## src/hw/pim_pkg.sv

```systemverilog
// process image mapper: shared constants, kinds, states and state record
// assumes one 50 MHz clock domain shared by the plc side and the terminal chain
package pim_pkg;

  // ------------------------------------------------------------
  // image geometry
  // ------------------------------------------------------------
  localparam int          PIM_AW        = 6;
  localparam int          PIM_BYTES     = 64;
  localparam int          PIM_SLOT_W    = 5;
  localparam logic [4:0]  PIM_LAST_SLOT = 5'h1f;
  localparam logic [2:0]  PIM_ANA_LAST  = 3'h7;
  localparam logic [2:0]  PIM_SER_LAST  = 3'h5;
  localparam logic [1:0]  PIM_K_CTL     = 2'h0;
  localparam logic [1:0]  PIM_K_EMPTY   = 2'h1;
  localparam logic [1:0]  PIM_K_DLO     = 2'h2;
  localparam logic [7:0]  PIM_DIG_STEP  = 8'h02;
  localparam logic [8:0]  PIM_BYTE_RND  = 9'h007;

  // ------------------------------------------------------------
  // control / status byte layout
  // ------------------------------------------------------------
  localparam int          PIM_MODE_BIT  = 7;
  localparam int          PIM_DIR_BIT   = 6;
  localparam int          PIM_ADDR_MSB  = 5;
  localparam logic [7:0]  PIM_RES12_MSK = 8'hf0;
  localparam logic [7:0]  PIM_ZERO_BYTE = 8'h00;

  // ------------------------------------------------------------
  // terminal kinds and walker states
  // ------------------------------------------------------------
  typedef enum logic [2:0] {
    PIM_K_NONE = 3'b000,
    PIM_K_DIN  = 3'b001,
    PIM_K_DOUT = 3'b010,
    PIM_K_AIN  = 3'b011,
    PIM_K_AOUT = 3'b100,
    PIM_K_SER  = 3'b101
  } pim_kind_e;

  typedef enum logic [2:0] {
    PIM_ST_BYTE_REQ  = 3'b000,
    PIM_ST_BYTE_XFER = 3'b001,
    PIM_ST_BIT_REQ   = 3'b010,
    PIM_ST_BIT_XFER  = 3'b011,
    PIM_ST_DONE      = 3'b100
  } pim_st_e;

  typedef struct packed {
    pim_st_e     st;
    logic [4:0]  slot;
    logic [2:0]  bidx;
    logic [5:0]  bptr;
    logic [5:0]  bit_base;
    logic [7:0]  ibit;
    logic [7:0]  obit;
    logic [7:0]  iacc;
    logic [7:0]  wdata;
    logic        bwr;
    logic [1:0]  bout;
    logic        bitwr;
    logic        acc;
    logic        accwr;
    logic [5:0]  accaddr;
    logic        done;
    logic [6:0]  in_len;
    logic [6:0]  out_len;
  } pim_state_s;

  typedef struct packed {
    logic [PIM_BYTES-1:0][7:0] mem;
    logic [7:0]                rdata;
  } pim_ram_s;

endpackage

```

## src/hw/pim_ram_if.sv

```systemverilog
// process image mapper: carrier between the mapper and one image memory
// assumes the owner drives one write port and one read address per cycle
`timescale 1ns/1ps
interface pim_ram_if;
  logic       we;
  logic [5:0] waddr;
  logic [7:0] wdata;
  logic [5:0] raddr;
  logic [7:0] rdata;
  modport user (output we, output waddr, output wdata, output raddr, input rdata);
  modport mem  (input we, input waddr, input wdata, input raddr, output rdata);
endinterface

```

## src/hw/pim_mapper.sv

```systemverilog
// process image mapper: walks the terminal rail, builds the input image and sends out the output image
// assumes terminal chain logic answers combinationally for the slot shown
`timescale 1ns/1ps
module pim_mapper
  import pim_pkg::*;
(
  input  wire logic        mclk,
  input  wire logic        nrst,
  input  wire logic        ce,
  input  wire logic [5:0]  plc_addr,
  input  wire logic        plc_wr,
  input  wire logic [7:0]  plc_wdata,
  output logic      [7:0]  plc_rdata,
  output logic      [4:0]  tb_slot,
  input  wire logic [2:0]  tb_kind,
  input  wire logic [1:0]  tb_ctl_en,
  input  wire logic        tb_res12,
  output logic      [2:0]  tb_byte_sel,
  input  wire logic [7:0]  tb_rd_data,
  output logic      [7:0]  tb_wr_data,
  output logic             tb_byte_wr,
  input  wire logic [1:0]  tb_bits_in,
  output logic      [1:0]  tb_bits_out,
  output logic             tb_bits_wr,
  output logic             reg_acc,
  output logic             reg_acc_wr,
  output logic      [5:0]  reg_acc_addr,
  output logic             img_done,
  output logic      [6:0]  in_len,
  output logic      [6:0]  out_len
);

  pim_state_s r_reg;
  pim_state_s r_next;

  pim_ram_if in_if ();
  pim_ram_if out_if ();

  // ------------------------------------------------------------
  // image memories
  // ------------------------------------------------------------
  pim_ram u_in_img (
    .mclk (mclk),
    .nrst (nrst),
    .ce   (ce),
    .port (in_if.mem)
  );

  pim_ram u_out_img (
    .mclk (mclk),
    .nrst (nrst),
    .ce   (ce),
    .port (out_if.mem)
  );

  logic       walk_we;
  logic [5:0] walk_waddr;
  logic [7:0] walk_wdata;
  logic [5:0] walk_raddr;
  logic       is_ana;
  logic       is_byte;
  logic       ch_ctl;
  logic [1:0] k;
  logic [7:0] ctl;
  logic [7:0] acc_v;
  logic       adv;
  logic [2:0] last_idx;

  assign in_if.we     = walk_we;
  assign in_if.waddr  = walk_waddr;
  assign in_if.wdata  = walk_wdata;
  assign in_if.raddr  = plc_addr;
  assign out_if.we    = plc_wr;
  assign out_if.waddr = plc_addr;
  assign out_if.wdata = plc_wdata;
  assign out_if.raddr = walk_raddr;

  assign is_ana   = (tb_kind == PIM_K_AIN) || (tb_kind == PIM_K_AOUT);
  assign is_byte  = is_ana || (tb_kind == PIM_K_SER);
  assign k        = r_reg.bidx[1:0];
  assign ch_ctl   = tb_ctl_en[r_reg.bidx[2]];
  assign ctl      = out_if.rdata;
  assign last_idx = is_ana ? PIM_ANA_LAST : PIM_SER_LAST;

  // ------------------------------------------------------------
  // rail walker
  // ------------------------------------------------------------
  always_comb begin
    r_next       = r_reg;
    r_next.bwr   = 1'b0;
    r_next.bitwr = 1'b0;
    r_next.acc   = 1'b0;
    r_next.done  = 1'b0;
    walk_we      = 1'b0;
    walk_waddr   = r_reg.bptr;
    walk_wdata   = PIM_ZERO_BYTE;
    walk_raddr   = r_reg.bptr;
    acc_v        = PIM_ZERO_BYTE;
    adv          = 1'b0;
    unique case (r_reg.st)
      PIM_ST_BYTE_REQ: begin
        if (is_byte) begin
          r_next.st = PIM_ST_BYTE_XFER;
        end else begin
          adv = 1'b1;
        end
      end
      PIM_ST_BYTE_XFER: begin
        walk_we      = 1'b1;
        r_next.bwr   = 1'b1;
        walk_wdata   = tb_rd_data;
        r_next.wdata = ctl;
        if (is_ana) begin
          unique case (k)
            PIM_K_CTL: begin
              if (!ch_ctl) begin
                walk_wdata   = PIM_ZERO_BYTE;
                r_next.wdata = PIM_ZERO_BYTE;
              end else if (ctl[PIM_MODE_BIT]) begin
                walk_wdata = ctl;
              end else begin
                walk_wdata = {1'b0, tb_rd_data[PIM_DIR_BIT:0]};
              end
            end
            PIM_K_EMPTY: begin
              walk_wdata   = PIM_ZERO_BYTE;
              r_next.wdata = PIM_ZERO_BYTE;
            end
            PIM_K_DLO: begin
              walk_wdata = tb_res12 ? (tb_rd_data & PIM_RES12_MSK) : tb_rd_data;
            end
            default: begin
              walk_wdata = tb_rd_data;
            end
          endcase
          if (k == PIM_K_CTL && ch_ctl && ctl[PIM_MODE_BIT]) begin
            r_next.acc     = 1'b1;
            r_next.accwr   = ctl[PIM_DIR_BIT];
            r_next.accaddr = ctl[PIM_ADDR_MSB:0];
          end
        end
        r_next.bptr = r_reg.bptr + 6'h01;
        r_next.st   = PIM_ST_BYTE_REQ;
        if (r_reg.bidx == last_idx) begin
          r_next.bidx = 3'h0;
          adv         = 1'b1;
        end else begin
          r_next.bidx = r_reg.bidx + 3'h1;
        end
      end
      PIM_ST_BIT_REQ: begin
        if (tb_kind == PIM_K_DIN) begin
          acc_v = ((r_reg.ibit[2:0] == 3'h0) ? PIM_ZERO_BYTE : r_reg.iacc)
                  | ({6'h00, tb_bits_in} << r_reg.ibit[2:0]);
          r_next.iacc = acc_v;
          walk_we     = 1'b1;
          walk_waddr  = r_reg.bit_base + {1'b0, r_reg.ibit[7:3]};
          walk_wdata  = acc_v;
          r_next.ibit = r_reg.ibit + PIM_DIG_STEP;
          adv         = 1'b1;
        end else if (tb_kind == PIM_K_DOUT) begin
          walk_raddr = r_reg.bit_base + {1'b0, r_reg.obit[7:3]};
          r_next.st  = PIM_ST_BIT_XFER;
        end else begin
          adv = 1'b1;
        end
      end
      PIM_ST_BIT_XFER: begin
        walk_raddr   = r_reg.bit_base + {1'b0, r_reg.obit[7:3]};
        acc_v        = out_if.rdata >> r_reg.obit[2:0];
        r_next.bout  = acc_v[1:0];
        r_next.bitwr = 1'b1;
        r_next.obit  = r_reg.obit + PIM_DIG_STEP;
        r_next.st    = PIM_ST_BIT_REQ;
        adv          = 1'b1;
      end
      PIM_ST_DONE: begin
        r_next.done    = 1'b1;
        r_next.in_len  = {1'b0, r_reg.bit_base}
                         + 7'((9'(r_reg.ibit) + PIM_BYTE_RND) >> 3);
        r_next.out_len = {1'b0, r_reg.bit_base}
                         + 7'((9'(r_reg.obit) + PIM_BYTE_RND) >> 3);
        r_next.st      = PIM_ST_BYTE_REQ;
        r_next.slot    = 5'h00;
        r_next.bptr    = 6'h00;
        r_next.bidx    = 3'h0;
      end
      default: begin
        r_next.st = PIM_ST_DONE;
      end
    endcase
    if (adv) begin
      if (r_reg.slot != PIM_LAST_SLOT) begin
        r_next.slot = r_reg.slot + 5'h01;
      end else if (r_reg.st == PIM_ST_BYTE_REQ || r_reg.st == PIM_ST_BYTE_XFER) begin
        r_next.st       = PIM_ST_BIT_REQ;
        r_next.slot     = 5'h00;
        r_next.bit_base = r_next.bptr;
        r_next.ibit     = 8'h00;
        r_next.obit     = 8'h00;
        r_next.iacc     = PIM_ZERO_BYTE;
      end else begin
        r_next.st = PIM_ST_DONE;
      end
    end
  end

  always_ff @(posedge mclk) begin
    if (!nrst) begin
      r_reg <= '0;
    end else if (ce) begin
      r_reg <= r_next;
    end
  end

  // ------------------------------------------------------------
  // outputs
  // ------------------------------------------------------------
  assign plc_rdata    = in_if.rdata;
  assign tb_slot      = r_reg.slot;
  assign tb_byte_sel  = r_reg.bidx;
  assign tb_wr_data   = r_reg.wdata;
  assign tb_byte_wr   = r_reg.bwr;
  assign tb_bits_out  = r_reg.bout;
  assign tb_bits_wr   = r_reg.bitwr;
  assign reg_acc      = r_reg.acc;
  assign reg_acc_wr   = r_reg.accwr;
  assign reg_acc_addr = r_reg.accaddr;
  assign img_done     = r_reg.done;
  assign in_len       = r_reg.in_len;
  assign out_len      = r_reg.out_len;

  logic ana_x;
  assign ana_x = (r_reg.st == PIM_ST_BYTE_XFER) && is_ana;
endmodule

```

## src/hw/pim_ram.sv

```systemverilog
// process image mapper: 64-byte image memory, registered read data
// assumes write and read share mclk; the clock enable freezes both ports
`timescale 1ns/1ps
module pim_ram
  import pim_pkg::*;
(
  input  wire logic  mclk,
  input  wire logic  nrst,
  input  wire logic  ce,
  pim_ram_if.mem     port
);

  pim_ram_s r_reg;
  pim_ram_s r_next;

  // ------------------------------------------------------------
  // write and registered read
  // ------------------------------------------------------------
  always_comb begin
    r_next = r_reg;
    r_next.rdata = r_reg.mem[port.raddr];
    if (port.we) begin
      r_next.mem[port.waddr] = port.wdata;
    end
  end

  always_ff @(posedge mclk) begin
    if (!nrst) begin
      r_reg <= '0;
    end else if (ce) begin
      r_reg <= r_next;
    end
  end

  assign port.rdata = r_reg.rdata;

endmodule

```

## config.mk

```make
export PLATFORM = sky130hd
export DESIGN_NAME = pim_mapper
export DESIGN_NICKNAME = d
export VERILOG_FILES = /design/src/hw/pim_pkg.sv /design/src/hw/pim_ram_if.sv /design/src/hw/pim_mapper.sv /design/src/hw/pim_ram.sv
export SDC_FILE = /design/constraint.sdc
export NUM_CORES = 2
export LEC_CHECK = 0
export BUFFER_PORTS_ARGS = -buffer_cell sky130_fd_sc_hd__buf_4
export CAP_MARGIN = 40
export CORE_ASPECT_RATIO = 0.7
export CORE_UTILIZATION = 30
export CTS_CLUSTER_DIAMETER = 120
export DETAILED_ROUTE_END_ITERATION = 16
export GPL_TIMING_DRIVEN = 0
export SYNTH_ARGS = -nofsm -noshare
export SYNTH_HDL_FRONTEND = slang
export SYNTH_SLANG_ARGS = --single-unit
export TNS_END_PERCENT = 100
```

## constraint.sdc

```tcl
create_clock -name mclk -period 3 [get_ports mclk]
set_input_delay 0.15 -clock mclk [delete_from_list [all_inputs] [get_ports mclk]]
set_output_delay 0.15 -clock mclk [all_outputs]
set_load 0.05 [all_outputs]
```

==> impl_metrics.yaml <==
drt:
  drt_iter0_drc: 9621
  vias_per_cell: 6.17
  wl_per_cell_um: 30.7
  vias: 57600
  dr.pass1.iters: 7
  wirelength_um: 286000
  final_antenna_net_count: 0
  drc: 0
floorplan:
  die_area_um2: 172000
  rows: 126
  die_x_um: 495
  fp.dieH_um: 347
  start_util_pct: 30.3
  io_pins: 85
  core_um2: 169000
synthesis:
  ys_seq_area_share_pct: 43.9
  synth_edf_count: 0
  synth.cell_area_um2: 51100
  async_flop_share_pct: 0
  postSynthNetCount: 6540
  synth_top_flop_cell: "dfxtp_1"
  synthDistinctLibCells: 86
  synth_seq_cells: 1120
  avgSynthCellArea_um2: 7.90
  yosysWarnings: 0
  netlist_instances: 6466
global_route:
  grt_first_pass_wirelength_um: 387000
  grt_max_degree: 17
  grt_overflow_total: 0
  grt_pass1_vias: 50200
  antenna_found_initial: 24
  grt.total_usage_pct: 31.3
clock_network:
  cts_htree_levels: 3
  clk_pin_slew_ns: 0.07
  clock-sinks: 1120
  cts_root_buf: "clkbuf_16"
  cts_tree: "done"
  clk_latency_ns: 0.79
  cts_buffers: 118
  clockBufferDepth: 3
timing:
  finalClockSkew_ns: 0.0506
  hold_viol_final: 0
  slew_viol_final: 0
  finalSetupTns_ns: -46.27
  rsz0062_at_grt: "yes"
  worst_pin_slew_ns: 1.10
  setup_ws_ns: -0.651
  slew_headroom_pct: 27.0
  min_period_ns: 3.65
  setup_viol: 455
  fmax_ghz: 0.274
  period_share_pct: 122
worst_setup_path:
  crit_type: "reg -> reg"
  critPathTopFamily: "simple AND/OR/NAND/NOR gates"
  worstSetupEndpointType: "register"
  cpMaxStageDelayCell: "nand4_1"
  reg2reg_slack_ns: -0.65
  cp-start-kind: "register"
  cp_max_fo: 6
  cp_num_buf_inv: 4
  critPathMaxStageDelay_ns: 0.58
  arrival_ns: 4.31
  path_common_cell: "buf_12"
  reg2regPathDepth: 14
  reg2reg_from: "r_reg[60]"
  rr_endpoint: "u_out_img.port.rdata[0]"
  path_cells: "clkinvlp_4, fa_2, xor2_4, a211oi_4, a21oi_4, buf_12, clkbuf_16, buf_12, nor2_4, a32oi_2, nand4_1, nand3_2, a31oi_4, a31oi_1"
  cp.required_ns: 3.66
  worstSetupStartpoint: "r_reg[60]"
outcome:
  status: "finished with violations"
  violations: "negative setup slack"
job:
  cap_violations: 0
power:
  irDropWorstVdd_v: 0.000552
  fin_total_pwr_mw: 34.2
  cellLeakagePower_nw: 21.7
  powerDensity_nw_per_um2: 513
place:
  dp_hpwl_um: 212000
  post_dp_cell_area_um2: 56400
  io_buffer_count: 75
  place_congestion: 1.03
  place_ws_ns: -1.90
worst_hold_path:
  hold_path.class: "in -> reg"
  hp-start: "plc_wdata[4]"
  min_to: "u_out_img.r_reg[316]"
  whs_path_depth: 3
layout:
  fin_util_pct: 39.5
  syn_to_final_growth_pct: 30.6
  drive_above_1_share_pct: 19.9
  post-route-cell-area_um2: 66700
  nNetsFinal: 7067
## metrics by stage
step                instances  hold slack (ns)
floorplan                6466            0.430
CTS                      9202           0.0263
finish                   9343           0.0934
detailed placement       8928            0.447
global route             9335           0.0367
global placement         8781            0.444
## cell families after synthesis
kind of cell	after synthesis	share of synthesized area (%)
compound gates	2387	27.7
xor+xnor	35	0.600
fa+ha+maj	40	1.04
buf+inv	692	5.82
flops	1120	43.9
mux	185	3.88
simple gates	2007	17.0
## power breakdown
group          total, mW  internal [mW]  switching (mW)
clock               15.9           8.96            6.91
sequential          15.0           14.9          0.0804
combinational       3.36          0.833            2.52
## layout by cell type (no fill, tap or decap), types with 18 or more instances in the layout
cell type,synthesis,final
a211oi_1,180,124
a211oi_2,3,58
a21oi_1,739,702
a21oi_2,3,36
a221o_1,19,19
a221oi_1,99,83
a22o_1,58,56
a22oi_1,210,204
a31oi_1,41,29
and3_1,31,26
buf_1,70,50
buf_12,0,36
buf_2,90,35
buf_4,56,250
buf_6,7,149
buf_8,0,86
clkbuf_1,431,362
clkbuf_16,0,138
clkbuf_2,0,64
clkbuf_8,0,32
clkinv_2,0,22
dfxtp_1,1120,1107
ha_1,36,32
inv_1,36,34
mux2i_1,172,162
nand2_1,883,829
nand2_8,0,31
nand3_1,331,276
nand3_2,2,52
nand4_1,53,53
nor2_1,473,380
nor2_2,29,67
nor2_4,6,61
nor3_1,119,89
nor3_2,1,29
o21ai_0,841,741
o21ai_1,13,85
o21ai_2,2,26
o22ai_1,69,63
xnor2_1,21,18
## synthesized netlist by cell type (31+ instances only)
library cell / count / area share (%)
nand2_1: 883 / 6.5
nor2_1: 473 / 3.5
clkbuf_1: 431 / 3.2
buf_4: 56 / 0.82
nand3_1: 331 / 3.2
ha_1: 36 / 0.88
a221oi_1: 99 / 1.7
mux2i_1: 172 / 3.4
a22o_1: 58 / 0.99
o21ai_0: 841 / 8.2
nor3_1: 119 / 1.2
nand4_1: 53 / 0.65
dfxtp_1: 1120 / 44
buf_2: 90 / 0.88
a31oi_1: 41 / 0.50
buf_1: 70 / 0.51
a211oi_1: 180 / 2.6
o22ai_1: 69 / 0.84
a21oi_1: 739 / 7.2
inv_1: 36 / 0.26
a22oi_1: 210 / 3.1
and3_1: 31 / 0.38
## per-layer routing
metal | vias to the layer above | wire, um | GRT usage [%]
met2 | 4335 | 105000 | 39.6
met1 | 28300 | 122000 | 46.2
met5 | - | 76 | 0
met3 | 678 | 47600 | 12.8
met4 | 12 | 12000 | 10.6
li1 | 24300 | - | -
## area by class of cell
class,count,area (um2)
fillers,17000,102000
multi-input cells,4654,28800
flip-flops and latches,1120,22400
repair buffers,414,4680
plain buffers,647,3740
clock buffers,174,3470
well taps,2240,2800
clock inverters,45,579
inverters,38,146
diodes,11,27.5
## worst register-to-register path, cell delays in order, from the launching register on
cell and delay [ns]:
dfxtp_4 0.39, clkinvlp_4 0.16, fa_2 0.42, xor2_4 0.19, a211oi_4 0.26, a21oi_4 0.08
buf_12 0.17, clkbuf_16 0.14, buf_12 0.14, nor2_4 0.29, a32oi_2 0.13, nand4_1 0.58
nand3_2 0.17, a31oi_4 0.29, a31oi_1 0.12
## worst max path at each step
stage / depth (start not counted) / slack, ns / to
floorplan: 13 / 0.11 / u_out_img.port.rdata[5]
global placement: 12 / -2.85 / u_out_img.port.rdata[3]
detailed placement: 12 / -1.90 / u_out_img.port.rdata[3]
CTS: 14 / -0.42 / u_out_img.port.rdata[1]
global route: 14 / -0.68 / u_out_img.port.rdata[0]
finish: 14 / -0.65 / u_out_img.port.rdata[0]
## timing repair
item                                    in CTS  in global routing
hold buffers                                10                  0
pin swaps                                   67                238
gates resized for setup                    548                679
cloned                                       9                 18
buffers inserted                            39                112
endpoints found under the setup margin     543                600
endpoints found under the hold margin       24                  0
No activity file was read; power rests on OpenSTA's default activity.
